### src/hw/ttls_pkg.sv
// constants shared by the thread and load sequencer
package ttls_pkg;
    // gap counter figures, counted in half turns of the left reel
    localparam int GAP_W_DEF = 7;
    localparam logic [6:0] GAP_THREAD_DROP = 7'h04;
    localparam logic [6:0] GAP_TAPE_SEEN_LIMIT = 7'h0e;
    localparam logic [6:0] GAP_REELS_LIMIT_1 = 7'h18;
    localparam logic [6:0] GAP_RETRY_START = 7'h28;
    localparam logic [6:0] GAP_REELS_LIMIT_2 = 7'h38;
    localparam logic [6:0] GAP_BOT_LIMIT = 7'h50;
    localparam logic [6:0] GAP_ZERO = 7'h00;
    localparam logic [6:0] GAP_ONE = 7'h01;
    // sense byte bit positions
    localparam int SB7_LAMP = 0;
    localparam int SB7_LEFT_COL = 1;
    localparam int SB7_RIGHT_COL = 2;
    localparam int SB7_RESET_DOOR = 3;
    localparam int SB7_ERASE = 5;
    localparam int SB7_AIR = 6;
    localparam int SB6_WRITE_CUR = 1;
    localparam int SB18_POWER = 0;
    localparam logic [7:0] SENSE_RESET = 8'h00;
    // sequencer states, one-hot
    typedef enum logic [7:0] {
        ST_IDLE = 8'h01,
        ST_THREAD = 8'h02,
        ST_REWRAP = 8'h04,
        ST_DROP = 8'h08,
        ST_COLUMNS = 8'h10,
        ST_LOADED = 8'h20,
        ST_READY = 8'h40,
        ST_SPARE = 8'h80
    } ttls_state_e;
endpackage

### src/hw/ttls_rise.sv
// rising edge pulse from a synchronous level
`timescale 1ns/1ps
module ttls_rise (
    input wire logic clk,
    input wire logic rst,
    input wire logic level,
    output logic pulse
);
    typedef struct packed {
        logic prev;
    } ttls_rise_s;
    ttls_rise_s s_r;
    ttls_rise_s s_nxt;

    // remember last level
    always_comb begin
        s_nxt = s_r;
        s_nxt.prev = level;
    end

    always_ff @(posedge clk or posedge rst) begin
        if (rst) begin
            s_r <= '0;
        end else begin
            s_r <= s_nxt;
        end
    end

    // one cycle per low-to-high change
    assign pulse = level & ~s_r.prev;
endmodule

### src/hw/ttls_sequencer.sv
// thread and load sequencer with drive error sense bits
`timescale 1ns/1ps
module ttls_sequencer #(
    parameter int GAP_W = ttls_pkg::GAP_W_DEF
) (
    input wire logic clk,
    input wire logic rst,
    input wire logic load_pb,
    input wire logic start_pb,
    input wire logic cart_sensed,
    input wire logic cart_open_sw,
    input wire logic half_turn,
    input wire logic tape_at_photo,
    input wire logic reels_loaded_port,
    input wire logic bot_marker,
    input wire logic air_bearing_ok,
    input wire logic left_column_low_port,
    input wire logic right_column_low_port,
    input wire logic left_column_bottom_switch,
    input wire logic right_column_bottom_switch,
    input wire logic lamp_fail,
    input wire logic reset_door_n,
    input wire logic hub_air_fail,
    input wire logic supply_limit_fault,
    input wire logic cooling_air_fail,
    input wire logic erase_fault,
    input wire logic write_current_fault,
    input wire logic power_on_reset,
    input wire logic safety_bail,
    output logic load_sequence_latch,
    output logic window_motor,
    output logic thread_state,
    output logic transfer_valve,
    output logic left_reel_cw,
    output logic left_reel_ccw,
    output logic right_reel_cw,
    output logic right_reel_ccw,
    output logic cart_motor,
    output logic load_rewind,
    output logic rewind_op,
    output logic backward_state,
    output logic halt_left_reel_load,
    output logic halt_right_reel_load,
    output logic columns_loaded,
    output logic load_complete,
    output logic manual_state,
    output logic capstan_backward,
    output logic ready,
    output logic load_check,
    output logic emergency_motor_relay,
    output logic [GAP_W-1:0] gap_pulse_counter,
    output logic [7:0] sense_byte6,
    output logic [7:0] sense_byte7,
    output logic [7:0] sense_byte18
);
    // elaboration check: the package counts need seven bits, wider only costs flops
    if (GAP_W < 7 || GAP_W > 16) begin : g_gap_w_bad
        $error("ttls_sequencer: GAP_W must be 7..16");
    end

    typedef struct packed {
        ttls_pkg::ttls_state_e st;
        logic [GAP_W-1:0] gap;
        logic latch;
        logic thread;
        logic second;
        logic tape_seen;
        logic ready;
        logic load_check;
        logic bot_shot;
        logic [7:0] sb6;
        logic [7:0] sb7;
        logic [7:0] sb18;
    } ttls_seq_s;

    ttls_seq_s s_r;
    ttls_seq_s s_nxt;

    logic load_p;
    logic start_p;
    logic turn_p;
    logic bot_p;
    logic relay_ok;
    logic drive_fault;
    logic load_block;

    // button, reel and marker edges
    ttls_rise u_rise_load (.clk(clk), .rst(rst), .level(load_pb), .pulse(load_p));
    ttls_rise u_rise_start (.clk(clk), .rst(rst), .level(start_pb), .pulse(start_p));
    ttls_rise u_rise_turn (.clk(clk), .rst(rst), .level(half_turn), .pulse(turn_p));
    ttls_rise u_rise_bot (.clk(clk), .rst(rst), .level(bot_marker), .pulse(bot_p));

    // package counts are seven bits; GAP_W is never narrower, so this only pads
    function automatic logic [GAP_W-1:0] gw(input logic [6:0] v);
        gw = GAP_W'(v);
    endfunction

    // power or cooling trouble opens the reel relays
    assign relay_ok = ~(supply_limit_fault | cooling_air_fail);
    // every condition that knocks the drive out of ready
    assign drive_fault = left_column_bottom_switch | right_column_bottom_switch | lamp_fail
                       | ~reset_door_n | ~air_bearing_ok | hub_air_fail | ~relay_ok;
    // resets are momentary: they only block, nothing is remembered
    assign load_block = drive_fault | power_on_reset | safety_bail;

    // sequencer next state
    always_comb begin
        s_nxt = s_r;
        s_nxt.bot_shot = 1'b0;
        // sense bits follow the drive lines each cycle, no latching
        s_nxt.sb7 = ttls_pkg::SENSE_RESET;
        s_nxt.sb6 = ttls_pkg::SENSE_RESET;
        s_nxt.sb18 = ttls_pkg::SENSE_RESET;
        s_nxt.sb7[ttls_pkg::SB7_LAMP] = lamp_fail;
        s_nxt.sb7[ttls_pkg::SB7_LEFT_COL] = left_column_bottom_switch;
        s_nxt.sb7[ttls_pkg::SB7_RIGHT_COL] = right_column_bottom_switch;
        s_nxt.sb7[ttls_pkg::SB7_RESET_DOOR] = ~reset_door_n;
        s_nxt.sb7[ttls_pkg::SB7_ERASE] = erase_fault;
        s_nxt.sb7[ttls_pkg::SB7_AIR] = ~air_bearing_ok | hub_air_fail;
        s_nxt.sb6[ttls_pkg::SB6_WRITE_CUR] = write_current_fault;
        s_nxt.sb18[ttls_pkg::SB18_POWER] = ~relay_ok;
        // gap counter advances on each half turn, saturating
        if (turn_p && s_r.gap != {GAP_W{1'b1}}) begin
            s_nxt.gap = s_r.gap + gw(ttls_pkg::GAP_ONE);
        end
        case (s_r.st)
            ttls_pkg::ST_IDLE: begin
                if (load_p && cart_sensed && !load_block) begin
                    s_nxt.st = ttls_pkg::ST_THREAD;
                    s_nxt.latch = 1'b1;
                    s_nxt.thread = 1'b1;
                    s_nxt.gap = gw(ttls_pkg::GAP_ZERO);
                    s_nxt.second = 1'b0;
                    s_nxt.tape_seen = 1'b0;
                    s_nxt.load_check = 1'b0;
                end
            end
            ttls_pkg::ST_THREAD: begin
                if (tape_at_photo) begin
                    s_nxt.tape_seen = 1'b1;
                end
                if (bot_p && reels_loaded_port) begin
                    // marker one-shot restarts the count
                    s_nxt.bot_shot = 1'b1;
                    s_nxt.gap = gw(ttls_pkg::GAP_ZERO);
                    s_nxt.st = ttls_pkg::ST_DROP;
                end else if (!s_r.second && s_r.gap >= gw(ttls_pkg::GAP_TAPE_SEEN_LIMIT)
                             && !s_r.tape_seen) begin
                    s_nxt.st = ttls_pkg::ST_REWRAP;
                end else if (!s_r.second && s_r.gap >= gw(ttls_pkg::GAP_REELS_LIMIT_1)
                             && !reels_loaded_port) begin
                    s_nxt.st = ttls_pkg::ST_REWRAP;
                end else if (s_r.second && s_r.gap >= gw(ttls_pkg::GAP_REELS_LIMIT_2)
                             && !reels_loaded_port) begin
                    // second failure: stop for good and light the check
                    s_nxt.load_check = 1'b1;
                    s_nxt.latch = 1'b0;
                    s_nxt.thread = 1'b0;
                    s_nxt.st = ttls_pkg::ST_IDLE;
                end else if (s_r.gap >= gw(ttls_pkg::GAP_BOT_LIMIT)) begin
                    // marker never came: operator must look at the tape
                    s_nxt.latch = 1'b0;
                    s_nxt.thread = 1'b0;
                    s_nxt.st = ttls_pkg::ST_IDLE;
                end
            end
            ttls_pkg::ST_REWRAP: begin
                // tape rewinds while the counter keeps running to the retry point
                if (s_r.gap >= gw(ttls_pkg::GAP_RETRY_START)) begin
                    s_nxt.second = 1'b1;
                    s_nxt.st = ttls_pkg::ST_THREAD;
                end
            end
            ttls_pkg::ST_DROP: begin
                if (s_r.gap >= gw(ttls_pkg::GAP_THREAD_DROP)) begin
                    s_nxt.thread = 1'b0;
                    s_nxt.st = ttls_pkg::ST_COLUMNS;
                end
            end
            ttls_pkg::ST_COLUMNS: begin
                if (left_column_low_port && right_column_low_port) begin
                    s_nxt.st = ttls_pkg::ST_LOADED;
                    s_nxt.latch = 1'b0;
                end
            end
            ttls_pkg::ST_LOADED: begin
                if (start_p && !drive_fault) begin
                    s_nxt.ready = 1'b1;
                    s_nxt.st = ttls_pkg::ST_READY;
                end
            end
            ttls_pkg::ST_READY: begin
                if (drive_fault) begin
                    // held off until a fresh load sequence
                    s_nxt.ready = 1'b0;
                    s_nxt.st = ttls_pkg::ST_IDLE;
                end
            end
            default: begin
                s_nxt.st = ttls_pkg::ST_IDLE;
                s_nxt.latch = 1'b0;
                s_nxt.thread = 1'b0;
                s_nxt.ready = 1'b0;
            end
        endcase
    end

    always_ff @(posedge clk or posedge rst) begin
        if (rst) begin
            s_r <= '{st: ttls_pkg::ST_IDLE, default: '0};
        end else begin
            s_r <= s_nxt;
        end
    end

    // motor and solenoid drive from the registered state
    logic seq_run;
    assign seq_run = s_r.st == ttls_pkg::ST_THREAD || s_r.st == ttls_pkg::ST_DROP;
    assign load_sequence_latch = s_r.latch;
    assign window_motor = s_r.latch;
    assign thread_state = s_r.thread;
    assign transfer_valve = s_r.thread;
    // relays gate all reel drive, so a power check stops the reels
    assign left_reel_cw = relay_ok & s_r.latch & seq_run;
    assign left_reel_ccw = relay_ok & ((s_r.st == ttls_pkg::ST_COLUMNS && air_bearing_ok && !s_r.thread)
                         || s_r.st == ttls_pkg::ST_REWRAP);
    assign right_reel_cw = relay_ok & s_r.latch & (seq_run || s_r.st == ttls_pkg::ST_COLUMNS);
    assign right_reel_ccw = relay_ok & (s_r.st == ttls_pkg::ST_REWRAP);
    // opener stops on its own switch; without a cartridge it stays off
    assign cart_motor = s_r.latch & cart_sensed & ~cart_open_sw & (s_r.st == ttls_pkg::ST_THREAD);
    assign load_rewind = s_r.bot_shot;
    assign rewind_op = s_r.bot_shot;
    assign backward_state = s_r.bot_shot;
    assign halt_left_reel_load = (s_r.st == ttls_pkg::ST_LOADED || s_r.st == ttls_pkg::ST_READY)
                               & left_column_low_port;
    assign halt_right_reel_load = (s_r.st == ttls_pkg::ST_LOADED || s_r.st == ttls_pkg::ST_READY)
                                & right_column_low_port;
    assign columns_loaded = s_r.st == ttls_pkg::ST_LOADED || s_r.st == ttls_pkg::ST_READY;
    assign load_complete = columns_loaded;
    assign manual_state = ~columns_loaded;
    // column control back in hand: capstan backs tape onto the marker
    assign capstan_backward = relay_ok & (s_r.st == ttls_pkg::ST_LOADED) & ~bot_marker;
    assign ready = s_r.ready;
    assign load_check = s_r.load_check;
    assign emergency_motor_relay = relay_ok;
    assign gap_pulse_counter = s_r.gap;
    assign sense_byte6 = s_r.sb6;
    assign sense_byte7 = s_r.sb7;
    assign sense_byte18 = s_r.sb18;
endmodule

### config.mk
export PLATFORM = sky130hd
export DESIGN_NAME = ttls_sequencer
export DESIGN_NICKNAME = d
export VERILOG_FILES = /design/src/hw/ttls_pkg.sv /design/src/hw/ttls_rise.sv /design/src/hw/ttls_sequencer.sv
export SDC_FILE = /design/constraint.sdc
export NUM_CORES = 1
export LEC_CHECK = 0
export BUFFER_PORTS_ARGS = -buffer_cell sky130_fd_sc_hd__buf_4
export CAP_MARGIN = 25
export CORE_MARGIN = 2
export CORE_UTILIZATION = 40
export DETAILED_ROUTE_END_ITERATION = 10
export PLACE_DENSITY_LB_ADDON = 0.15
export SLEW_MARGIN = 10
export SYNTH_ARGS = -nofsm -noshare
export SYNTH_HDL_FRONTEND = slang
export SYNTH_HIERARCHICAL = 1
export SYNTH_SLANG_ARGS = --single-unit
### constraint.sdc
create_clock -name clk -period 4.8 [get_ports clk]
set_clock_uncertainty 0.15 [all_clocks]
set_input_delay 0.96 -clock clk [delete_from_list [all_inputs] [get_ports clk]]
set_output_delay 0.96 -clock clk [all_outputs]
set_load 0.03 [all_outputs]
# Yosys cells after proc, flatten, opt, wreduce, memory -nomap -nowiden
# Cells that the tools add are included.
# op_classes
addsub	1
n_bitwise	39
order_cmp	6
n_mux	39
n_eq_ne	21
reduce_logical	36
# ops
op	count
$mux 8	10
$pmux 8 s7	1
$ne 2x2->1 const B	11
$reduce_and 7->1	3
$mux 19	1
$and 1x1->1	16
$ge 7x6->1 const B	2
$logic_and 1x1->1	14
$mux 7	2
$pmux 7 s2	1
$mux 1	13
$not 1->1	13
$mux 2	5
$or 1x1->1	10
$reduce_and 3->1	3
$eq 8x1->1 const B	1
$eq 8x2->1 const B	1
$eq 8x3->1 const B	1
$eq 8x4->1 const B	1
$eq 8x5->1 const B	1
$eq 8x6->1 const B	1
$eq 8x7->1 const B	1
$pmux 1 s4	2
$reduce_or 4->1	2
15 further kinds	26
# word_totals
inputBits	24
elab_cells	158
register_bits	34
out_inout_bits	52

# Logic depth before layout (Yosys ltp)
# depth
ltp_word	12
ltp_mapped	7
ltp_nobuf	7

# Modules after synthesis
# Netlist, hierarchy kept.
# by_module_without_submodules
module	seq_area_each_um2	area_per_inst_um2	cells_per_inst	n_inst
ttls_sequencer	726.9	1935.6	219	1
ttls_rise	25.0	42.5	3	4

# Worst setup path before layout
# OpenSTA, ideal clock, no wires.
# synth_path
path_type	input -> output
startpoint	input port cooling_air_fail
endpoint	output port capstan_backward
path_stages	3
path_buffers	0
t_arrival_ns	2.420
required_ns	3.690
path_slack_ns	1.270
cell_sequence	nor2_1 inv_1 nor3_1
# synth_rtl
element	line	source
start, declared	ttls_sequencer.sv:25	input wire logic cooling_air_fail,
end, declared	ttls_sequencer.sv:47	output logic capstan_backward,

# Worst setup path after layout
# layout_path
startpoint	register s_r[39] (netlist name)
endpoint	output port left_reel_ccw
# layout_via
elab_chain_cells	5
word_cells_on_any_way	6
classes_between	eq/ne: 2; bitwise: 1; reduce/logical: 3
# layout_rtl
element	line	source
start, declared	ttls_sequencer.sv:76	ttls_seq_s s_r;
start signal, assigned	ttls_sequencer.sv:212	s_r <= s_nxt;
$eq 8x5->1	ttls_sequencer.sv:225	assign left_reel_ccw = relay_ok & ((s_r.st == ttls_pkg::ST_COLUMNS && air_bearing_ok && !s_r.thread)
$logic_and 1x1->1 (2 in series)	ttls_sequencer.sv:225	
$logic_or 1x1->1 (*)	ttls_sequencer.sv:226	|| s_r.st == ttls_pkg::ST_REWRAP);
$and 1x1->1 (*)	ttls_sequencer.sv:225	
end, declared	ttls_sequencer.sv:35	output logic left_reel_ccw,
# Every way passes the cells marked *; elsewhere a longest branch is shown, timed or not.

==> impl_summary.md <==
Clock tree
The number of hold buffers added after CTS was 0. The count of cells resized by post-cts repair is 0. Counting the buffers created by CTS gives 5. The H-tree generated during clock tree synthesis spans 2 levels. CTS saw 33 sinks. The root buffer cell is sky130_fd_sc_hd__clkbuf_8. The clock input transition at the sequential cells of the worst setup and hold paths is about 0.060 ns. The number of buffers inserted by post-CTS setup repair is 0. Clock latency on the worst-skew pair, taken at its later pin, is 0.28 ns.

The CTS tree is yes. The number of buffers between clock root and the deepest sink is 2.

Floorplanning
The overall die width is 76.6 um. The die covers 0.00586 mm2. The area of the core is roughly 0.0051 mm2. The floorplan step set the die height to 76.6 um. For this configuration, the core starts out at a cell density of 41.2%. The number of ports placed on the die boundary is 76. The count of standard-cell rows is 26.

Cells and area
Leaving out fill and tap cells, the most frequent cell in the layout is sky130_fd_sc_hd__buf_4. Counting flops per register, the top entry is s_r. The register with the most flip-flops in the layout has 9 of them.

Relative to the synthesized area, the layout overhead comes to 18.4%. Across the whole layout, storage elements account for just over 800 um2. The area used by multi-input combinational logic is ~960 um2. The count of antenna diodes in the layout is 0. Leaving out fill and tap cells, the most frequent cells in the layout are sky130_fd_sc_hd__buf_4, sky130_fd_sc_hd__dfrtp_1, sky130_fd_sc_hd__nor2_1. The fill cell total of the finished layout is 496. The share of layout cells above drive strength 1 is 30.9%. For this run, the number of standard cells in the final layout without fillers is ~340. The final-stage net count is 294.

Power and ir drop
Summed over all cells, the static leakage comes to 1.19 nW. The relative contribution of the clock network to total power is between 30% and 40%. The worst supply voltage drop on vdd is around 0.24 mV. The combinational power share is 26.5%. Of the total power, the share spent switching nets is between 30% and 40%. The switching power total is a little under 0.3 mW.

The sequential share of power is approximately two fifths. The power density over the cells is between 300 and 400 mW/mm2. Internal power comes to between 0.5 and 0.6 mW.

Timing
Setup repair after global routing left no endpoint under its margin. The number of pins exceeding their max-slew limit in the final report is 0. The pin slew with the least headroom to its limit is 0.606 ns. Headroom to the max-slew limit came out at 59.6%.

The accumulated negative setup slack is 0 ns. Setup violations remaining at the end of the flow were counted as 0. Timing would allow up to ~300 MHz.

The total count of hold-check failures in the final report came to 0. The worst path in the final design needs a cycle of between 3 and 4 ns, including I/O delays and setup. The worst path uses 70.2% of the clock period.

Synth
The yosys synthesis warning count is 6. Sequential elements use about 40% of the synthesized area. The number of storage elements in the synthesis netlist is 33. Counting flops with a built-in enable in the synthesized netlist gives 0. The most common flop cell mapped by yosys is sky130_fd_sc_hd__dfrtp_1. The number of instances in the synthesized netlist is 231. The mean area per synthesized cell is 9.12 um2.

The netlist uses 50 different library cells. In the synthesized netlist the async set-or-reset flop fraction comes to 100%. The mapped netlist covers about 0.0021 mm2.

Place
The placer's final routability congestion estimate is around 0.85. The placed wire-length estimate after detailed placement is approximately 3.7 mm. The number of placed instances, taps included, is about 330. The count of buffers added on input and output ports is 59.

Critical path
The master of the slowest instance on the critical path is sky130_fd_sc_hd__dfrtp_1. On the critical path the largest part of the delay comes from simple AND/OR/NAND/NOR gates. At the worst endpoint, the required time is ~3.7 ns. The critical path goes through nor4_4, nand3_1, or3b_1, a21oi_1, buf_4.

The classification of the worst setup path is flop to output pin. The category of the worst setup path capture point is an output pin. STA puts the critical path data arrival time at approximately 2.3 ns. The highest net fanout along the worst path is 8. The largest single stage delay on the critical path is slightly below 0.5 ns. STA classifies the critical path startpoint as a flop. The number of buffer and inverter stages on the critical path is 1.

Detailed routing
The first detailed-routing pass ran for 4 iterations. The per-cell via count in the routed design is roughly 5.0. The average wire length per cell after detail routing is around 14 um. The count of vias placed by the detailed router is around 1700. The detail route stage leaves a number of antenna-violating nets equal to 0. The first routing iteration left 68 violations.

In the routed design, unresolved DRC markers number 0. The total routed wirelength is ~4.7 mm.

GRT
Summed over all layers, the global routing overflow is 0. The total routing resource utilization after global routing is 16.3%. The number of antenna violations at the first check in global routing is 0. The maximum number of pins on one net before global-route repair is 16. The number of global-route vias before repair was 1539. The global-route wire length before repair is 7.60 mm.

Run
The total of max-cap violations is 0.

Run status
The run finished with clean final reports.

Hold path
The worst min-delay path category is flop to flop.
-- logic make-up after synthesis --
family / after synthesis / synth area share (%)
xor gates and xnor gates: 7 / 2.91
buffers and inverters: 59 / 18.0
and+or+nand+nor: 87 / 25.0
AOI/OAI and AO/OA: 41 / 13.0
other: 1 / 0.178
muxes: 1 / 0.475
adders and majority gates: 2 / 1.19
DFF: 33 / 39.3
-- cells in the mapped netlist, types with 3 or more instances --
library cell / instances / area share (%)
sky130_fd_sc_hd__a21oi_1: 10 / 2.4
sky130_fd_sc_hd__a31oi_1: 5 / 1.5
sky130_fd_sc_hd__and2_1: 3 / 0.89
sky130_fd_sc_hd__and3_1: 3 / 0.89
sky130_fd_sc_hd__buf_4: 37 / 13
sky130_fd_sc_hd__clkbuf_1: 3 / 0.53
sky130_fd_sc_hd__dfrtp_1: 32 / 38
sky130_fd_sc_hd__inv_1: 14 / 2.5
sky130_fd_sc_hd__nand2_1: 14 / 2.5
sky130_fd_sc_hd__nand2b_1: 4 / 1.2
sky130_fd_sc_hd__nand3_1: 6 / 1.4
sky130_fd_sc_hd__nand4_1: 3 / 0.89
sky130_fd_sc_hd__nor2_1: 25 / 4.5
sky130_fd_sc_hd__nor2b_1: 4 / 1.2
sky130_fd_sc_hd__nor2b_4: 4 / 2.6
sky130_fd_sc_hd__nor3_1: 7 / 1.7
sky130_fd_sc_hd__o21ai_0: 8 / 1.9
sky130_fd_sc_hd__o22ai_1: 4 / 1.2
sky130_fd_sc_hd__xor2_1: 5 / 2.1
-- worst min-delay path, stage by stage, from the launching register on --
cell                      delay [ns]
sky130_fd_sc_hd__dfrtp_1        0.34
sky130_fd_sc_hd__a21oi_1        0.04
sky130_fd_sc_hd__nor2_1         0.09
-- power by group through the flow --
stage	clock network [mW]	registers [mW]	logic (mW)
floorplan	0	0.334	0.227
global placement	0	0.363	0.228
detailed placement	0	0.363	0.229
CTS	0.284	0.358	0.229
global route	0.296	0.367	0.246
finish	0.271	0.358	0.227
-- cell type report --
type	instances	area share, %
multi-input combinational	154	38.3
clock inverter	2	1.51
clock buffer	6	3.31
tap	70	3.51
sequential	33	33.2
inverter	14	2.11
timing repair buffer	60	18.1
-- through the flow --
step | instance area [um2] | hold slack (ns) | power [mW] | utilization (%) | setup slack (ns)
final | 2490 | 0.363 | 0.856 | 48.8 | 1.43
after global routing | 2490 | 0.364 | 0.910 | 48.8 | 1.26
after CTS | 2490 | 0.367 | 0.871 | 48.8 | 1.44
after detailed placement | 2370 | 0.359 | 0.592 | 46.5 | 1.74
after global placement | 2370 | 0.350 | 0.591 | 46.5 | 1.74
after floorplan | 2160 | 0.313 | 0.561 | - | 1.27
-- final timing paths --
path	endpoint	depth (start not counted)	slack (ns)	start
max	left_reel_ccw	5	1.43	s_r[39]
min	s_r[27]	2	0.36	s_r[27]
max reg2reg	gap_pulse_counter[1]	5	2.61	s_r[39]
min reg2reg	s_r[27]	2	0.36	s_r[27]
max in group asynchronous	s_r[38]	3	3.17	rst
min in group asynchronous	u_rise_load/s_r	2	0.38	rst
-- per-layer routing --
layer | routed length [um] | vias to the layer above | track usage, %
met3 | 284 | 4 | 4.86
met5 | 0 | - | 0
met1 | 2150 | 821 | 22.3
li1 | - | 807 | -
met2 | 2190 | 59 | 24.9
met4 | 32 | 0 | 4.91
Power figures use the tool's default switching activity.
